==> config.mk <==
export PLATFORM = sky130hd
export DESIGN_NAME = brw_reset_wdog
export DESIGN_NICKNAME = d
export VERILOG_FILES = /design/src/common/brw_pkg.sv /design/src/rtl/brw_edge_sync.sv /design/src/rtl/brw_reset_wdog.sv
export SDC_FILE = /design/constraint.sdc
export NUM_CORES = 1
export LEC_CHECK = 0
export ABC_AREA = 1
export BUFFER_PORTS_ARGS = -buffer_cell sky130_fd_sc_hd__buf_2
export CAP_MARGIN = 20
export CORE_ASPECT_RATIO = 0.9
export CORE_UTILIZATION = 50
export DETAILED_ROUTE_END_ITERATION = 16
export PLACE_DENSITY = 0.8
export SKIP_LAST_GASP = 1
export SLEW_MARGIN = 20
export SYNTH_ARGS = -nofsm -noshare
export SYNTH_HDL_FRONTEND = slang
export SYNTH_SLANG_ARGS = --single-unit
==> constraint.sdc <==
create_clock -name sys_clk_in -period 5.1 [get_ports sys_clk_in]
set_clock_uncertainty 0.1 [all_clocks]
set_input_delay 0.255 -clock sys_clk_in [delete_from_list [all_inputs] [get_ports sys_clk_in]]
set_output_delay 0.255 -clock sys_clk_in [all_outputs]
set_load 0.02 [all_outputs]
==> src/common/brw_pkg.sv <==
package brw_pkg;
    // clock and watchdog timing
    localparam int unsigned CLK_HZ = 100_000_000;
    localparam int unsigned WD_BASE_MS = 125;
    localparam int unsigned WD_BASE_CYC = CLK_HZ / 1000 * WD_BASE_MS;
    localparam int unsigned WD_STEPS = 16;
    localparam int unsigned WD_SEL_W = 4;
    localparam int unsigned WD_CNT_W = 44;
    // board reset pulse length for edge sources
    localparam int unsigned RST_PULSE_US = 100;
    localparam int unsigned RST_PULSE_CYC = CLK_HZ / 1_000_000 * RST_PULSE_US;
    localparam int unsigned PULSE_W = 24;

    // register byte offsets
    localparam logic [3:0] REG_CTRL = 4'h0;
    localparam logic [3:0] REG_KICK = 4'h4;
    localparam logic [3:0] REG_STAT = 4'h8;
    localparam logic [3:0] REG_MASK = 4'hc;

    // ctrl fields
    localparam int unsigned CTRL_EN = 0;
    localparam int unsigned CTRL_MODE_LO = 1;
    localparam int unsigned CTRL_SEL_LO = 4;
    localparam int unsigned CTRL_PRST_EN = 8;
    localparam int unsigned CTRL_W = 9;

    // status / mask fields
    localparam int unsigned ST_WD_IRQ = 0;
    localparam int unsigned ST_WD_RESET = 1;
    localparam int unsigned ST_BTN = 2;
    localparam int unsigned ST_PRST = 3;
    localparam int unsigned ST_BPRST = 4;
    localparam int unsigned ST_W = 5;
    localparam int unsigned STAT_WD_CAUSE = 8;

    localparam logic [31:0] KICK_KEY = 32'h0000_00a5;
    localparam logic [CTRL_W-1:0] CTRL_RESET = 9'h000;

    typedef enum logic [1:0] {
        WDM_RESET = 2'h0,
        WDM_IRQ = 2'h1,
        WDM_DUAL = 2'h2
    } brw_wdmode_t;

    typedef enum logic [2:0] {
        WS_IDLE = 3'b001,
        WS_RUN = 3'b010,
        WS_STAGE2 = 3'b100
    } brw_wdst_t;
endpackage : brw_pkg

==> src/rtl/brw_edge_sync.sv <==
`timescale 1ns/10ps
// two-flop synchroniser with falling-edge pulse for active-low pins
module brw_edge_sync (
    input wire logic sys_clk_in,
    input wire logic rst_n_in,
    input wire logic pin_n_in,
    output logic level_out,
    output logic fall_out
);
    typedef struct packed {
        logic s1;
        logic s2;
        logic s3;
    } brw_sync_t;

    brw_sync_t q_r;
    brw_sync_t q_nxt;

    always_comb begin
        q_nxt = q_r;
        q_nxt.s1 = pin_n_in;
        q_nxt.s2 = q_r.s1;
        q_nxt.s3 = q_r.s2;
    end

    always_ff @(posedge sys_clk_in) begin
        if (!rst_n_in) begin
            q_r <= '1;
        end else begin
            q_r <= q_nxt;
        end
    end

    assign level_out = ~q_r.s2;
    assign fall_out = q_r.s3 & ~q_r.s2;
endmodule : brw_edge_sync

==> src/rtl/brw_reset_wdog.sv <==
// The implementer's own choices: the address map and the Wishbone interface to the registers.
`timescale 1ns/10ps
module brw_reset_wdog
    import brw_pkg::*;
#(
    parameter int unsigned BASE_CYC = brw_pkg::WD_BASE_CYC,
    parameter int unsigned PULSE_CYC = brw_pkg::RST_PULSE_CYC
) (
    input wire logic sys_clk_in,
    input wire logic rst_n_in,
    // classic wishbone slave
    input wire logic wb_cyc_in,
    input wire logic wb_stb_in,
    input wire logic wb_we_in,
    input wire logic [3:0] wb_adr_in,
    input wire logic [3:0] wb_sel_in,
    input wire logic [31:0] wb_dat_in,
    output logic [31:0] wb_dat_out,
    output logic wb_ack_out,
    output logic irq_out,
    // board pins, asynchronous; active low except periph_mode_in and the wd led outputs
    input wire logic supply_low_n_in,
    input wire logic conv_fail_n_in,
    input wire logic button_n_in,
    input wire logic bp_prst_n_in,
    input wire logic bp_rst_n_in,
    input wire logic periph_mode_in,
    output logic board_rst_n_out,
    output logic wd_active_out,
    output logic wd_expired_out
);
    import brw_pkg::*;

    // one register image; the board reset leaves it alone, only rst_n_in clears it
    typedef struct packed {
        logic [CTRL_W-1:0] ctrl;
        logic [ST_W-1:0] stat;
        logic [ST_W-1:0] mask;
        brw_wdst_t wst;
        logic [WD_CNT_W-1:0] cnt;
        logic [PULSE_W-1:0] pulse;
        logic wd_cause;
        logic ack;
        logic [31:0] rdat;
        logic irq;
        logic brst_n;
        logic expired;
        logic active;
    } brw_state_t;

    brw_state_t q_r;
    brw_state_t q_nxt;

    logic supply_low;
    logic conv_fail;
    logic btn_fall;
    logic prst_fall;
    logic bprst_fall;
    logic periph_sync;

    brw_edge_sync u_sup (.sys_clk_in(sys_clk_in), .rst_n_in(rst_n_in),
        .pin_n_in(supply_low_n_in), .level_out(supply_low), .fall_out());
    brw_edge_sync u_conv (.sys_clk_in(sys_clk_in), .rst_n_in(rst_n_in),
        .pin_n_in(conv_fail_n_in), .level_out(conv_fail), .fall_out());
    brw_edge_sync u_btn (.sys_clk_in(sys_clk_in), .rst_n_in(rst_n_in),
        .pin_n_in(button_n_in), .level_out(), .fall_out(btn_fall));
    brw_edge_sync u_prst (.sys_clk_in(sys_clk_in), .rst_n_in(rst_n_in),
        .pin_n_in(bp_prst_n_in), .level_out(), .fall_out(prst_fall));
    brw_edge_sync u_brst (.sys_clk_in(sys_clk_in), .rst_n_in(rst_n_in),
        .pin_n_in(bp_rst_n_in), .level_out(), .fall_out(bprst_fall));
    // mode strap is inverted here so level_out gives the true level
    brw_edge_sync u_per (.sys_clk_in(sys_clk_in), .rst_n_in(rst_n_in),
        .pin_n_in(~periph_mode_in), .level_out(periph_sync), .fall_out());

    logic [WD_SEL_W-1:0] sel;
    logic [WD_CNT_W-1:0] period;
    brw_wdmode_t mode;
    logic wr;
    logic rd_req;
    logic kick;
    logic expire;
    logic [ST_W-1:0] ev;
    logic edge_rst;
    logic level_rst;

    always_comb begin
        sel = q_r.ctrl[CTRL_SEL_LO +: WD_SEL_W];
        mode = brw_wdmode_t'(q_r.ctrl[CTRL_MODE_LO +: 2]);
        // doubling per step from the base period
        period = WD_CNT_W'(BASE_CYC) << sel;
        rd_req = wb_cyc_in & wb_stb_in & ~q_r.ack;
        wr = rd_req & wb_we_in;
        kick = wr && wb_adr_in == REG_KICK && wb_sel_in[0]
            && wb_dat_in[7:0] == KICK_KEY[7:0];
        expire = (q_r.wst != WS_IDLE) && (q_r.cnt == WD_CNT_W'(1));
    end

    always_comb begin
        q_nxt = q_r;
        ev = '0;
        edge_rst = 1'b0;
        level_rst = supply_low | conv_fail;

        // watchdog engine
        // expire is true in the last counted cycle, so a period lasts period cycles
        unique case (q_r.wst)
            WS_IDLE: begin
                q_nxt.cnt = period;
                if (q_r.ctrl[CTRL_EN]) begin
                    q_nxt.wst = WS_RUN;
                end
            end
            WS_RUN: begin
                q_nxt.cnt = q_r.cnt - WD_CNT_W'(1);
                if (expire) begin
                    q_nxt.expired = 1'b1;
                    q_nxt.cnt = period;
                    if (mode == WDM_IRQ) begin
                        ev[ST_WD_IRQ] = 1'b1;
                    end else if (mode == WDM_DUAL) begin
                        ev[ST_WD_IRQ] = 1'b1;
                        q_nxt.wst = WS_STAGE2;
                    end else begin
                        ev[ST_WD_RESET] = 1'b1;
                    end
                end
            end
            WS_STAGE2: begin
                q_nxt.cnt = q_r.cnt - WD_CNT_W'(1);
                if (expire) begin
                    ev[ST_WD_RESET] = 1'b1;
                    // reload so the reset repeats each period instead of wrapping
                    q_nxt.cnt = period;
                end
            end
            default: begin
                q_nxt.wst = WS_IDLE;
            end
        endcase
        // an expiry in the same cycle wins over a late kick
        if (kick && q_r.wst != WS_IDLE && !expire) begin
            q_nxt.cnt = period;
            q_nxt.wst = WS_RUN;
            q_nxt.expired = 1'b0;
        end
        if (!q_r.ctrl[CTRL_EN]) begin
            q_nxt.wst = WS_IDLE;
            q_nxt.expired = 1'b0;
        end
        // registered copy of the running state drives the led output
        q_nxt.active = q_nxt.wst != WS_IDLE;

        // only the falling edge counts; release of a pin is not an event
        ev[ST_BTN] = btn_fall;
        ev[ST_PRST] = prst_fall;
        ev[ST_BPRST] = bprst_fall & q_r.ctrl[CTRL_PRST_EN] & periph_sync;
        edge_rst = ev[ST_WD_RESET] | ev[ST_BTN] | ev[ST_PRST] | ev[ST_BPRST];

        // reset pulse generator; level sources hold it
        // an edge source keeps the board in reset for PULSE_CYC cycles; a new edge during the pulse reloads the count
        // level sources bypass the counter so release follows the pin
        if (edge_rst) begin
            q_nxt.pulse = PULSE_W'(PULSE_CYC);
        end else if (q_r.pulse != '0) begin
            q_nxt.pulse = q_r.pulse - PULSE_W'(1);
        end
        q_nxt.brst_n = ~(level_rst | edge_rst | (q_nxt.pulse != '0));

        // cause flag: latest reset decides; survives board reset
        if (ev[ST_WD_RESET]) begin
            q_nxt.wd_cause = 1'b1;
        end else if (level_rst | ev[ST_BTN] | ev[ST_PRST] | ev[ST_BPRST]) begin
            q_nxt.wd_cause = 1'b0;
        end

        // wishbone: one wait state, ack for one cycle
        q_nxt.ack = rd_req;
        q_nxt.rdat = '0;
        if (rd_req && !wb_we_in) begin
            unique case (wb_adr_in)
                REG_CTRL: q_nxt.rdat = 32'(q_r.ctrl);
                REG_STAT: begin
                    q_nxt.rdat = 32'(q_r.stat);
                    q_nxt.rdat[STAT_WD_CAUSE] = q_r.wd_cause;
                end
                REG_MASK: q_nxt.rdat = 32'(q_r.mask);
                // the kick register has no storage and reads zero
                REG_KICK: q_nxt.rdat = '0;
                default: q_nxt.rdat = '0;
            endcase
        end
        if (wr && wb_adr_in == REG_CTRL) begin
            if (wb_sel_in[0]) begin
                q_nxt.ctrl[7:0] = wb_dat_in[7:0];
            end
            if (wb_sel_in[1]) begin
                q_nxt.ctrl[CTRL_PRST_EN] = wb_dat_in[CTRL_PRST_EN];
            end
        end
        if (wr && wb_adr_in == REG_MASK && wb_sel_in[0]) begin
            q_nxt.mask = wb_dat_in[ST_W-1:0];
        end
        // write-one-to-clear; a new event wins over the clear
        if (wr && wb_adr_in == REG_STAT && wb_sel_in[0]) begin
            q_nxt.stat = q_r.stat & ~wb_dat_in[ST_W-1:0];
        end
        q_nxt.stat = q_nxt.stat | ev;
        // irq follows the next status and mask so it rises with the status bit
        q_nxt.irq = |(q_nxt.stat & q_nxt.mask);
    end

    always_ff @(posedge sys_clk_in) begin
        if (!rst_n_in) begin
            q_r.ctrl <= CTRL_RESET;
            q_r.stat <= '0;
            q_r.mask <= '0;
            q_r.wst <= WS_IDLE;
            q_r.cnt <= '0;
            q_r.pulse <= '0;
            q_r.wd_cause <= 1'b0;
            q_r.ack <= 1'b0;
            q_r.rdat <= '0;
            q_r.irq <= 1'b0;
            q_r.brst_n <= 1'b0;
            q_r.expired <= 1'b0;
            q_r.active <= 1'b0;
        end else begin
            q_r <= q_nxt;
        end
    end

    assign wb_dat_out = q_r.rdat;
    assign wb_ack_out = q_r.ack;
    assign irq_out = q_r.irq;
    assign board_rst_n_out = q_r.brst_n;
    assign wd_active_out = q_r.active;
    assign wd_expired_out = q_r.expired;
endmodule : brw_reset_wdog

**Word level (Yosys, flattened, before mapping)**

Cells that the tools add are included.

- Register bits: 143
- Word-level logic and storage cells: 125

- Add/subtract/negate cells: 2
- Shift operators: 1
- Equality and inequality tests: 12
- Bitwise logic cells: 32
- Muxes and demuxes: 24
- Reduce and logical (&&, ||, !) cells: 25

Operator list:

| kind | number |
|---|---|
| $pmux 44 s3 | 1 |
| $mux 47 | 2 |
| $mux 24 | 2 |
| $reduce_bool 24->1 | 2 |
| $eq 44x1->1 const B | 1 |
| $mux 44 | 1 |
| $shl 24x4->44 const A | 1 |
| $sub 44x1->44 const B | 1 |
| $pmux 9 s3 | 1 |
| $sub 24x1->24 const B | 1 |
| $logic_and 1x1->1 | 12 |
| $mux 3 | 4 |
| $not 1->1 | 11 |
| $and 5x5->5 | 2 |
| $mux 5 | 2 |
| $or 1x1->1 | 9 |
| $pmux 3 s3 | 1 |
| $and 1x1->1 | 8 |
| $eq 4x4->1 const B | 2 |
| $eq 8x8->1 const B | 1 |
| $mux 1 | 8 |
| $reduce_and 2->1 | 4 |
| $ne 3x1->1 const B | 2 |
| $not 5->5 | 1 |
| 15 further kinds | 16 |

**Longest topological paths before layout**

- Depth after elaboration: 12
- Depth in mapped cells: 16
- Gate-level depth less buffers: 15

**Hierarchy**

Synthesis repeated with hierarchy kept, for this count alone.

- Cell total of the unflattened synthesis: 1125
- Area total of the unflattened synthesis: 7523.5 µm²

Modules (own cells, without submodules):

| module | seq. area each (µm²) | area each (µm²) | cells an instance | times used |
|---|---|---|---|---|
| brw_reset_wdog | 2102.0 | 6967.9 | 1059 | 1 |
| brw_edge_sync | 60.1 | 92.6 | 11 | 6 |

**Worst setup path after synthesis**

OpenSTA, ideal clock, no wires.

- Path type: register to register
- From: register q_r[62] (netlist name)
- To: register q_r[75] (netlist name)
- Slack: 3.286 ns
- Clock period less this slack: 1.814 ns
- Setup time: 0.114 ns
- Stages on the path, launching flop included: 15
- Required time: 4.886 ns
- Buffers on the path: 2
- Arrival: 1.601 ns
- Path through: dfxtp_1 -> ha_1 -> inv_1 -> nor2_1 -> nand3_1 -> nor2_2 -> nand2_4 -> nand2_4 -> inv_4 -> nand2_8 -> buf_8 -> buf_8 -> nand2_1 -> a21oi_1 -> nor2_1

- Word-level cells in the longest chain between the ends: 5

Ends and longest elaborated chain:

| what | line | text |
|---|---|---|
| start: declaration | brw_reset_wdog.sv:51 | `brw_state_t q_r;` |
| start signal: assignment | brw_reset_wdog.sv:228 | `q_r <= q_nxt;` |
| parallel branches: the longest is 5 deep, another holds $sub 44x1->44 | -- |  |

Parallel ways; which one is timed is not known.
A chain may end at the register's enable or synchronous reset.

**Worst setup path after layout**

- From: input port wb_dat_in[6]
- To: register q_r[88] (netlist name)

- Word-level cells in the longest chain between the ends: 5

Ends and longest elaborated chain:

| what | line | text |
|---|---|---|
| start: declaration | brw_reset_wdog.sv:17 | `input wire logic [31:0] wb_dat_in,` |
| $eq 8x8->1 * | brw_reset_wdog.sv:94 | `&& wb_dat_in[7:0] == KICK_KEY[7:0];` |
| $logic_and 1x1->1 * | brw_reset_wdog.sv:94 |  |
| $logic_and 1x1->1 * (2 in series) | brw_reset_wdog.sv:141 | `if (kick && q_r.wst != WS_IDLE && !expire) begin` |
| $reduce_bool 4->1 (no line) or $mux 47 (tied branches) | -- |  |

Mark *: on every way between the ends. The rest lies on a longest branch, timed or not.

==> results.json <==
{
  "place_ws_ns": 2.31,
  "port_buffers": 39,
  "drt_iter0_markers": 676,
  "ys_seq_elements": 120,
  "r2r_cells": 14,
  "p_int_w": 0.00212,
  "first_global_vias": 6455,
  "clockPowerShare_pct": 36.3,
  "cts_hold_buf": 11,
  "initial_core_util_pct": 51.7,
  "dp_hpwl_mm": 13.1,
  "syn_area_um2": 7330,
  "r2r_slack_ns": 2.25,
  "grt_max_degree": 47,
  "worst_hold_path_type": "input port to register",
  "arrival_ns": 3.09,
  "cts_tree": "built",
  "status": "complete, no violations",
  "p_leak_nw": 3.94,
  "cp_slowest_cell": "dlygate4sd3_1",
  "finalSetupTns_ns": 0,
  "tightest_slew_ns": 0.714,
  "row_count": 41,
  "clkSlewWorstSetupHoldPaths_ns": 0.06,
  "htree_levels": 4,
  "die_w_um": 130,
  "setup_viol": 0,
  "p_switching_w": 0.00130,
  "start_kind": "input port",
  "cts_setup_buffers": 0,
  "drt_pass1_iterations": 5,
  "r2r_end": "q_r[88]",
  "crit_path_max_incr_delay_ns": 0.54,
  "cap_violations": 0,
  "diodes": 0,
  "viasPerCell": 5.23,
  "ant_nets": 0,
  "multi_input_area_um2": 4050,
  "grtUsageTotal_pct": 26.0,
  "io_pins": 88,
  "via_count": 7103,
  "grt.met1_usage_pct": 34.9,
  "fin_util_pct": 57.4,
  "routabilityCongestion": 1.01,
  "critical_path.top_delay_family": "buffers and inverters",
  "slew_viol_final": 0,
  "vdd_drop_max_mv": 0.234,
  "fmax_mhz": 348,
  "whs_path_depth": 3,
  "avgRoutedWirePerCell_um": 13.8,
  "final-seq-area_um2": 2400,
  "ys_seq_area_share_pct": 32.8,
  "hold_viol": 0,
  "die-area_um2": 15100,
  "final_area_um2": 8130,
  "synth_cells": 1125,
  "power.density_nw_per_um2": 421,
  "worstReg2RegStart": "q_r[86]",
  "worstSetupPathType": "input port to register",
  "cp.required_ns": 5.32,
  "period_share_pct": 56.3,
  "setup_slack_ns": 2.23,
  "synth_warnings": 0,
  "syn_avg_cell_area_um2": 6.51,
  "critPathBufInv": 6,
  "hp-start": "wb_dat_in[1]",
  "min_period_ns": 2.87,
  "die_h_um": 117,
  "grt_pass1_wl_mm": 30.7,
  "synth_edf_count": 0,
  "busiest_layer": "met2",
  "grt_util_met3_pct": 7.09,
  "cts_sinks": 120,
  "rsz0062_at_grt": "no",
  "clock_latency_ns": 0.43,
  "slew-limit-headroom_pct": 52.2,
  "placed_area_um2": 7420,
  "cts_root_buf": "clkbuf_16",
  "async_flop_share_pct": 0,
  "swShare_pct": 38.0,
  "drc": 0,
  "cp-end-kind": "register",
  "power.share.combinational_pct": 31.5,
  "synth.distinct_cells": 48,
  "path_cells": "dlygate4sd3_1 -> buf_2 -> inv_1 -> nand3_1 -> nor3_1 -> nand3_1 -> nand2b_4 -> nand2_2 -> buf_4 -> inv_2 -> nand2_1 -> o211ai_1 -> nand2_1 -> inv_1",
  "ys.flop_type": "dfxtp_1",
  "drive_gt1_share_pct": 11.3,
  "hold_end": "mode[0]",
  "cts_max_path_buffers": 2,
  "use_met2_pct": 40.0,
  "area_growth_syn_to_layout_pct": 11.0,
  "layout_commonest_cell": "nand2_1",
  "overflow": 0,
  "post_cts_resized": 0,
  "n_fill_cell": 1364,
  "whs_ns": 0.0234,
  "final_cell_mix": "nand2_1, nor2_1, inv_1",
  "p_seq_share_pct": 32.3,
  "antenna_found_initial": 0,
  "numCtsBuffers": 17,
  "layout.nets": 1210,
  "cp_max_fo": 38,
  "wl_mm": 18.8,
  "coreArea_um2": 14200
}
-- synthesized netlist by cell type, types with 2 or more instances --
cell,n,area share (%)
inv_1,129,6.6
and3_1,2,0.17
ha_1,6,1.0
o21bai_1,7,0.72
nand2_2,6,0.51
nor2_2,16,1.4
dfxtp_1,120,33
nor3_4,2,0.44
nand4_1,12,1.0
nand3_1,67,4.6
or2_0,2,0.17
o21a_1,5,0.51
nor2_4,5,0.77
nand3_2,5,0.68
o21ai_1,8,0.55
o21ai_0,72,4.9
nor2_1,182,9.3
o211ai_1,7,0.72
inv_4,2,0.17
xor2_1,24,2.9
nand2_4,3,0.46
nand2_1,239,12
clkbuf_1,15,0.77
buf_4,34,3.5
a21oi_1,54,3.7
buf_8,2,0.41
inv_2,2,0.10
buf_6,5,0.77
a31oi_1,3,0.26
nand3b_1,6,0.61
buf_2,10,0.68
nor3_1,32,2.2
or2_2,12,1.0
xnor2_1,15,1.8
-- flip-flops by register name, indices dropped and copies added, names as in the netlist --
signal           cells
wb_dat_out           9
u_btn.q_r            1
u_brst.q_r           1
u_sup.q_nxt          2
wd_expired_out       1
u_conv.q_nxt         2
q_r                 89
u_btn.q_nxt          2
u_per.q_nxt          2
board_rst_n_out      1
u_prst.q_nxt         2
u_prst.q_r           1
wd_active_out        1
mode                 2
irq_out              1
u_brst.q_nxt         2
wb_ack_out           1
-- power groups by stage --
| stage | Clock (W) | Combinational [W] | Sequential, W |
|---|---|---|---|
| detailed placement | 0 | 0.00103 | 0.00112 |
| floorplan | 0 | 0.000861 | 0.00110 |
| global route | 0.00129 | 0.00123 | 0.00112 |
| finish | 0.00124 | 0.00108 | 0.00111 |
| CTS | 0.00125 | 0.00106 | 0.00110 |
| global placement | 0 | 0.00102 | 0.00112 |
-- final cells by class --
type / instances / share of cell area (%)
tap: 193 / 2.97
timing repair buffer: 53 / 4.03
clock inverter: 15 / 2.18
clock buffer: 17 / 5.23
inverter: 134 / 6.25
multi-input combinational: 827 / 49.8
sequential: 120 / 29.5
-- worst max-delay path by stage --
stage	startpoint	endpoint	cells after the start
3_5_place_dp	q_r[86]	q_r[88]	14
2_1_floorplan	q_r[62]	q_r[75]	14
5_1_grt	wb_dat_in[6]	q_r[91]	14
3_3_place_gp	q_r[88]	q_r[88]	14
4_1_cts	wb_dat_in[6]	q_r[75]	13
6_report	wb_dat_in[6]	q_r[88]	14
-- layer usage --
metal  share of wire [%]  up-vias  wire, um
met5                   0        -         0
met4                 2.1        0       399
met3                 8.5       46      1600
met2                  43      291      8120
met1                  46     3190      8650
li1                    -     3576         -
-- stage by stage --
step,power (W),std cells
floorplan,0.00196,1147
global placement,0.00213,1316
detailed placement,0.00215,1316
CTS,0.00341,1359
global route,0.00363,1359
finish,0.00343,1359
-- kinds of logic after synthesis --
logic type | Yosys count | share of synthesized area [%]
fa+ha+maj | 6 | 1.02
buf+inv | 200 | 13.0
flops | 120 | 32.8
simple gates | 597 | 36.4
xor+xnor | 39 | 4.66
compound gates | 162 | 12.0
other cells | 1 | 0.0512
-- tightest hold or removal path, stage by stage --
cell and delay [ns]:
buf_2 0.10, inv_1 0.06, a21oi_1 0.11
(Power assumes the default switching activity.)
